**config.mk**
```make
export PLATFORM = sky130hd
export DESIGN_NAME = watchdog_timer
export DESIGN_NICKNAME = d
export VERILOG_FILES = /design/src/common/watchdog_pkg.sv /design/src/common/watchdog_tick_if.sv /design/src/hdl/watchdog_prescaler.sv /design/src/hdl/watchdog_timer.sv
export VERILOG_INCLUDE_DIRS = /design/src /design/src/common
export SDC_FILE = /design/constraint.sdc
export NUM_CORES = 1
export LEC_CHECK = 0
export BUFFER_PORTS_ARGS = -buffer_cell sky130_fd_sc_hd__buf_2
export CAP_MARGIN = 25
export CORE_ASPECT_RATIO = 0.5
export CORE_MARGIN = 10
export CORE_UTILIZATION = 45
export CTS_CLUSTER_SIZE = 24
export DETAILED_ROUTE_END_ITERATION = 16
export GPL_ROUTABILITY_DRIVEN = 0
export HOLD_SLACK_MARGIN = 0.1
export PLACE_DENSITY_LB_ADDON = 0.1
export SETUP_SLACK_MARGIN = 0.1
export SYNTH_ARGS = -nofsm -noshare
export SYNTH_HDL_FRONTEND = slang
export SYNTH_HIERARCHICAL = 1
export SYNTH_SLANG_ARGS = --single-unit
```
**constraint.sdc**
```tcl
create_clock -name core_clk -period 3.26 [get_ports core_clk]
set_input_delay 0.489 -clock core_clk [delete_from_list [all_inputs] [get_ports core_clk]]
set_output_delay 0.489 -clock core_clk [all_outputs]
set_load 0.02 [all_outputs]
```
**src/common/watchdog_cfg.svh**
```systemverilog
// constants for the watchdog timer: offsets, fields, reset values, timing
// assumes inclusion from the design modules and the verification files by bare name
`ifndef WATCHDOG_CFG_SVH
`define WATCHDOG_CFG_SVH
`define WD_ADDR_W          16
`define WD_CLEAR_CTRL_OFS  16'hf00e
`define WD_PERIOD_MODE_OFS 16'hf00f
`define WD_CLEAR_CTRL_RST  8'h00
`define WD_PERIOD_MODE_RST 8'h82
`define WD_HALT_EN_BIT     7
`define WD_SEL_LSB         0
`define WD_CLEAR_KEY0      8'h5a
`define WD_CLEAR_KEY1      8'ha5
`define WD_LS_DIV          7'h7f
`define WD_CNT_W           11
`define WD_OVF_SEL0        11'h01f
`define WD_OVF_SEL1        11'h07f
`define WD_OVF_SEL2        11'h1ff
`define WD_OVF_SEL3        11'h7ff
`endif

```
**src/common/watchdog_pkg.sv**
```systemverilog
// types shared by the watchdog timer modules
// assumes watchdog_cfg.svh is on the include path
package watchdog_pkg;
  typedef enum logic [1:0] {
    ovf_none_t_e,
    ovf_first_t_e,
    ovf_second_t_e
  } ovf_state_t;
endpackage

```
**src/common/watchdog_tick_if.sv**
```systemverilog
// carrier between the prescaler and the watchdog core
// assumes a single core_clk domain
`timescale 1ns/1ps
`default_nettype none
interface watchdog_tick_if;
  logic tick;   // divide-by-128 count tick
  logic half;   // half low-speed period marker
  logic run;    // prescaler may advance
  logic clr;    // restart prescaler
  modport src (output tick, output half, input run, input clr);
  modport dst (input tick, input half, output run, output clr);
endinterface
`default_nettype wire

```
**src/hdl/watchdog_prescaler.sv**
```systemverilog
// divides low-speed clock edge enables by 128 into the count tick
// assumes ls_en is a one-cycle pulse per low-speed period on core_clk
`timescale 1ns/1ps
`default_nettype none
`include "watchdog_cfg.svh"
module watchdog_prescaler (
  input  wire logic     core_clk,  // system clock
  input  wire logic     rst_n,     // sync reset, low
  input  wire logic     ls_en,     // low-speed period enable
  input  wire logic     ls_half,   // low-speed half-period enable
  watchdog_tick_if.src  tk         // tick toward the core
);
  logic [6:0] div_r;
  always_ff @(posedge core_clk) begin
    if (!rst_n || tk.clr) begin
      div_r <= 7'h00;
    end else if (ls_en && tk.run) begin
      div_r <= div_r + 7'h01;
    end
  end
  // one tick per 128 low-speed periods
  assign tk.tick = ls_en && tk.run && (div_r == `WD_LS_DIV);
  assign tk.half = ls_half;
endmodule
`default_nettype wire

```
**src/hdl/watchdog_timer.sv**
```systemverilog
// watchdog timer: count, two-write clear, first/second overflow events
// assumes ls_en/ls_half pulses from the clock generator on core_clk
`timescale 1ns/1ps
`default_nettype none
`include "watchdog_cfg.svh"
// Behaviour
// - counting starts by itself after reset once low-speed clock runs
// - first overflow raises the non-maskable watchdog interrupt
// - second overflow without a clear requests system reset
// - counter advances once per 128 low-speed clock periods
// - selector picks 4096, 16384, 65536 or 262144 low-speed periods
// - selector resets to code 10, the 65536 period
// - each control write inverts the clear pointer, except on an overflow and in the window after it
// - 5AH at pointer 0 then A5H at pointer 1 clears the counter
// - clear values written at the wrong pointer only toggle it
// - control read returns pointer in bit 0, zeros above
// - pointer forced to 0 at reset and on every overflow
// - half low-speed period after first overflow: hold, ignore control writes
// - halt enable 0 stops counting in deep sleep, 1 keeps counting
// - no counting at all in stop mode
// - watchdog interrupt acts as wake event from halt modes
// - watchdog cannot be disabled; software must clear it
module watchdog_timer
  import watchdog_pkg::*;
(
  input  wire logic                 core_clk,       // 50 MHz clock
  input  wire logic                 rst_n,          // sync reset, low
  input  wire logic                 ls_en,          // low-speed period pulse
  input  wire logic                 ls_half,        // low-speed half pulse
  input  wire logic                 ls_running,     // oscillator started
  input  wire logic                 stop_mode,      // system in stop mode
  input  wire logic                 deep_sleep_mode,// system in deep sleep
  input  wire logic [`WD_ADDR_W-1:0] addr,          // register address
  input  wire logic [7:0]           wdata,          // write data
  input  wire logic                 wr,             // write strobe
  input  wire logic                 rd,             // read strobe
  output logic      [7:0]           rdata,          // read data, next cycle
  output logic                      watchdog_interrupt, // nmi pulse
  output logic                      wake_req,       // halt release pulse
  output logic                      reset_req,      // system reset level
  output logic                      clear_sequence_pointer // pointer
);
  watchdog_tick_if tk ();

  watchdog_prescaler u_pre (
    .core_clk (core_clk),
    .rst_n    (rst_n),
    .ls_en    (ls_en),
    .ls_half  (ls_half),
    .tk       (tk)
  );

  logic              ptr_r;
  logic              halt_count_enable_r;
  logic [1:0]        period_selector_r;
  logic [`WD_CNT_W-1:0] cnt_r;
  logic              init_r;
  ovf_state_t        ovf_r;
  logic              started_r;
  logic              ovf;
  logic              clear_hit;
  logic              key0_seen_r;
  logic              ctrl_wr;
  logic              mode_wr;
  logic [`WD_CNT_W-1:0] limit;

  assign ctrl_wr = wr && (addr == `WD_CLEAR_CTRL_OFS);
  assign mode_wr = wr && (addr == `WD_PERIOD_MODE_OFS);

  // oscillator start is latched so a later glitch does not stop counting
  always_ff @(posedge core_clk) begin
    if (!rst_n) begin
      started_r <= 1'b0;
    end else if (ls_running) begin
      started_r <= 1'b1;
    end
  end

  // no enable bit exists: oscillator start, power modes and the overflow window gate the count
  assign tk.run = started_r && !stop_mode && !init_r
                  && !(deep_sleep_mode && !halt_count_enable_r);

  always_comb begin
    case (period_selector_r)
      2'b00:   limit = `WD_OVF_SEL0;
      2'b01:   limit = `WD_OVF_SEL1;
      2'b10:   limit = `WD_OVF_SEL2;
      default: limit = `WD_OVF_SEL3;
    endcase
  end

  assign ovf = tk.tick && (cnt_r >= limit);

  // second key accepted only with pointer already at 1
  assign clear_hit = ctrl_wr && !init_r && ptr_r
                     && (wdata == `WD_CLEAR_KEY1)
                     && key0_seen_r;

  always_ff @(posedge core_clk) begin
    if (!rst_n || ovf) begin
      key0_seen_r <= 1'b0;
    end else if (ctrl_wr && !init_r) begin
      key0_seen_r <= !ptr_r && (wdata == `WD_CLEAR_KEY0);
    end
  end

  always_ff @(posedge core_clk) begin
    if (!rst_n) begin
      ptr_r <= 1'b0;
    end else if (ovf || init_r) begin
      ptr_r <= 1'b0;
    end else if (ctrl_wr) begin
      ptr_r <= ~ptr_r;
    end
  end

  always_ff @(posedge core_clk) begin
    if (!rst_n) begin
      halt_count_enable_r <= 1'(`WD_PERIOD_MODE_RST >> `WD_HALT_EN_BIT);
      period_selector_r   <= 2'(`WD_PERIOD_MODE_RST);
    end else if (mode_wr) begin
      halt_count_enable_r <= wdata[`WD_HALT_EN_BIT];
      period_selector_r   <= wdata[`WD_SEL_LSB +: 2];
    end
  end

  always_ff @(posedge core_clk) begin
    if (!rst_n) begin
      cnt_r <= '0;
    end else if (ovf || init_r || clear_hit) begin
      cnt_r <= '0;
    end else if (tk.tick) begin
      cnt_r <= cnt_r + `WD_CNT_W'(1);
    end
  end

  // overflow initialise window lasts until the next half-period mark
  always_ff @(posedge core_clk) begin
    if (!rst_n) begin
      init_r <= 1'b0;
    end else if (ovf && ovf_r == ovf_none_t_e) begin
      init_r <= 1'b1;
    end else if (tk.half) begin
      init_r <= 1'b0;
    end
  end
  assign tk.clr = !rst_n || clear_hit || ovf;

  always_ff @(posedge core_clk) begin
    if (!rst_n) begin
      ovf_r <= ovf_none_t_e;
    end else if (clear_hit) begin
      ovf_r <= ovf_none_t_e;
    end else if (ovf) begin
      case (ovf_r)
        ovf_none_t_e: ovf_r <= ovf_first_t_e;
        default:      ovf_r <= ovf_second_t_e;
      endcase
    end
  end

  always_ff @(posedge core_clk) begin
    if (!rst_n) begin
      watchdog_interrupt <= 1'b0;
      wake_req           <= 1'b0;
    end else begin
      // no mask exists for this request
      watchdog_interrupt <= ovf && (ovf_r == ovf_none_t_e);
      wake_req           <= ovf && (ovf_r == ovf_none_t_e);
    end
  end

  // held until the system reset this requests comes back through rst_n
  always_ff @(posedge core_clk) begin
    if (!rst_n) begin
      reset_req <= 1'b0;
    end else if (ovf && ovf_r != ovf_none_t_e) begin
      reset_req <= 1'b1;
    end
  end

  always_ff @(posedge core_clk) begin
    if (!rst_n) begin
      clear_sequence_pointer <= 1'b0;
    end else begin
      clear_sequence_pointer <= ptr_r;
    end
  end

  always_ff @(posedge core_clk) begin
    if (!rst_n) begin
      rdata <= 8'h00;
    end else if (rd && addr == `WD_CLEAR_CTRL_OFS) begin
      rdata <= {7'h00, ptr_r};
    end else if (rd && addr == `WD_PERIOD_MODE_OFS) begin
      rdata <= {halt_count_enable_r, 5'h00, period_selector_r};
    end else begin
      rdata <= 8'h00;
    end
  end
endmodule
`default_nettype wire

```
==> impl_table.tex <==
\begin{tabular}{lr}
\hline
Metric & Value \\
\hline
\multicolumn{2}{l}{\textbf{Outcome}} \\
\quad Status & finished, final reports clean \\
\multicolumn{2}{l}{\textbf{Timing}} \\
\quad Hold Violations, Final & 0 \\
\quad Final Hold Slack & 0.392 ns \\
\quad Worst Clk Skew & 0.00579 ns \\
\quad Final Max Tran Viols & 0 \\
\quad Sum Neg Setup Slack & 0 ns \\
\quad Period utilisation layout & $\sim$77\% \\
\quad Setup violation total in the final timing report & 0 \\
\quad Final period demand of the worst path & 2.52 ns \\
\quad RSZ-0062 raised after global routing & false \\
\quad Worst slew margin & around three fifths \\
\quad Worst-margin pin slew & 0.625 ns \\
\quad Max Freq & slightly below 0.4 GHz \\
\multicolumn{2}{l}{\textbf{GRT}} \\
\quad GRT Residual Overflow & 0 \\
\quad Total global-route track usage & about an eighth \\
\quad Via count of the first global-routing pass & 1,551 \\
\quad Maximum number of pins on one net before global-route repair & 14 \\
\quad Initial antenna violation count & 0 \\
\quad Global-route wire length before repair & 6930 um \\
\multicolumn{2}{l}{\textbf{Synth}} \\
\quad Synthesized flop and latch total & 33 \\
\quad Cells after Synth & 200 \\
\quad Synth unique cells & 45 \\
\quad Post-synth EDFFs & 0 \\
\quad Portion of the post-synthesis area used by sequential elements & 36.9\% \\
\quad Syn Area/Cell & 8.94 sq um \\
\quad Fraction of synthesis flops using an asynchronous set or reset pin & 0\% \\
\quad Count of warnings emitted by yosys & 6 \\
\quad Netlist area before placement & about 0.0018 sq mm \\
\quad Top\_reg\_cell synth & dfxtp\_1 \\
\multicolumn{2}{l}{\textbf{Die}} \\
\quad Area enclosed by the die boundary & 0.00705 sq mm \\
\quad Starting density of the core & 46.3\% \\
\quad Standard cell core area & 0.00386 sq mm \\
\quad Die width & $\sim$110 um \\
\quad I/O pin count & 45 \\
\quad \# rows & 16 \\
\quad Die Span Y & $\sim$65 um \\
\multicolumn{2}{l}{\textbf{Worst setup path}} \\
\quad Critical path endpoint category & flop \\
\quad Worst reg-to-reg path cell count & 11 \\
\quad Arrival time worst endpoint & 2.68 ns \\
\quad Required time of the critical path & 3.42 ns \\
\quad Highest net fanout along the worst path & 7 \\
\quad Startpoint class of the critical path & flop \\
\quad Worst Path Class, Setup & flop to flop \\
\multicolumn{2}{l}{\textbf{Clocking}} \\
\quad Total of hold buffers inserted after clock tree synthesis & 0 \\
\quad Resized Gates After CTS & 0 \\
\quad CTS root buf & clkbuf\_8 \\
\quad Insertion delay of the later-clocked pin in the worst-skew pair & 0.28 ns \\
\quad Postcts setup bufs & 0 \\
\quad Sinks on the clock net & 33 \\
\quad Buffers from clock root to sink, at most & 2 \\
\quad CTS clock-pin slew for the worst setup and hold paths & 0.07 ns \\
\quad H-Tree Level Count & 2 \\
\quad Clock buffer count from CTS & 5 \\
\quad CTS tree & built \\
\multicolumn{2}{l}{\textbf{Cells and area}} \\
\quad Most common cell after layout, fill and taps aside & buf\_2 \\
\quad Fin nets & 283 \\
\quad FF+latch area & 661 sq um \\
\quad Synth-to-Final Area Change & 19.2\% \\
\quad Highest-count cells in the layout ignoring fill and taps & 39 x buf\_2, 33 x dfxtp\_1, 17 x nor3\_1 \\
\quad Ratio of cells with drive above 1 in the final layout & a little under a quarter \\
\quad Combined area of the multi-input logic cells & 0.00106 sq mm \\
\quad Fill cell instance count of the final layout & 364 \\
\quad Antenna diodes & 0 \\
\quad Design area & 0.00213 sq mm \\
\multicolumn{2}{l}{\textbf{Worst hold path}} \\
\quad Hold/Removal Path Class & input port to flop \\
\quad Count of cells along the worst hold path & 2 \\
\multicolumn{2}{l}{\textbf{Routing}} \\
\quad Drc violations & 0 \\
\quad Average detailed-routed wire length per instance & 13.9 um \\
\quad Post-DRT Antenna Nets & 0 \\
\quad Total Wirelength & 4140 um \\
\quad Number of DRC markers after the initial detailed-route iteration & 50 \\
\quad Vias after detailed routing & 1,599 \\
\quad Avg Vias per Cell & approximately 5.4 \\
\quad Pre-Repair DR Iteration Count & 4 \\
\multicolumn{2}{l}{\textbf{Power}} \\
\quad Leakage Power & 0.883 nW \\
\quad Overall power & around 0.00086 W \\
\quad Peak ir drop on the vdd network & 167 uV \\
\quad Power Density & 401 mW/mm\^{}2 \\
\multicolumn{2}{l}{\textbf{Place}} \\
\quad Count of buffers inserted at the top-level ports & 39 \\
\quad DPL Wire Length & roughly 3300 um \\
\quad Total cell area at the placement stage & 0.00201 sq mm \\
\multicolumn{2}{l}{\textbf{Flow run}} \\
\quad Number of max-cap violations & 0 \\
\hline
\end{tabular}
## synth_stat cells (2+ instances only)
master    number  share of area, %
and2_1         2              0.70
or3_1          5               1.7
buf_2          2              0.56
a211o_1        2              0.98
buf_4          7               2.9
nor4b_2        3               2.5
nor4_1         3               1.0
nand2b_1       2              0.70
xnor2_1        6               2.9
nor2_1        11               2.3
nand2_1       14               2.9
o21ai_0        9               2.5
a21oi_1        8               2.2
dfxtp_1       33                37
nand3_1       14               3.9
and4b_1        5               2.8
inv_1          5               1.0
nand4_2        2               1.4
nand4_1        7               2.4
mux2i_1        3               1.7
ha_1           8               5.6
nor3_1        17               4.8
and3_1         4               1.4
xor2_1         6               2.9
o211ai_1       2              0.84
## logic make-up after synthesis
| family | synth area share, % |
|---|---|
| other | 0.210 |
| and+or+nand+nor | 33.4 |
| adders and majority gates | 5.60 |
| AOI/OAI and AO/OA | 11.5 |
| DFF | 36.9 |
| xor gates and xnor gates | 5.88 |
| buffers and inverters | 4.76 |
| muxes | 1.68 |
## through the flow
step	utilization [%]	worst slack (ns)	std cells
2_1_floorplan	-	0.465	204
3_3_place_gp	52.1	0.557	289
4_1_cts	55.1	0.741	297
5_1_grt	55.1	0.487	297
6_report	55.1	0.744	297
3_5_place_dp	52.1	0.514	289
## state kept, by name (all words and copies together) (netlist names), 2 cells and up
register and flops:
ovf_r 2, u_pre/div_r 7, rdata 3, cnt_r 11, period_selector_r 2
## worst paths after layout
check / startpoint / endpoint / slack, ns
setup reg to reg: halt_count_enable_r / u_pre/div_r[0] / 0.74
hold reg to reg: reset_req / reset_req / 0.46
hold / removal: ls_half / init_r / 0.39
setup / recovery: halt_count_enable_r / u_pre/div_r[0] / 0.74
## critical path: stages (launching register included)
cell      delay, ns
dfxtp_1        0.38
nor2b_1        0.06
nor4b_1        0.24
buf_4          0.19
nand4_2        0.13
nor3_1         0.27
nand3_1        0.13
a211o_1        0.27
o21a_1         0.27
nand3_1        0.10
nand2b_1       0.28
nor2_1         0.08
## layer usage
layer  wire, um  track usage (%)  share of wire [%]
met3        330             5.13                8.0
met2       1650             17.2                 40
met1       2130             15.5                 51
met4         31             4.08               0.75
met5          0                0                  0
## layout make-up
cell class / instances / share of cell area, %
inverters: 5 / 0.881
multi-input cells: 156 / 49.6
repair buffers: 41 / 9.86
clock buffers: 7 / 4.05
well taps: 54 / 3.17
flip-flops and latches: 33 / 31.0
clock inverters: 1 / 1.41
## power by group
part	switching, W	leakage, nW	total (W)	internal, W
Combinational	0.0000328	0.559	0.0000559	0.0000231
Sequential	0.000000546	0.266	0.000405	0.000404
Clock	0.000145	0.0585	0.000394	0.000249
Note: power is estimated with default switching activity, not from simulation.
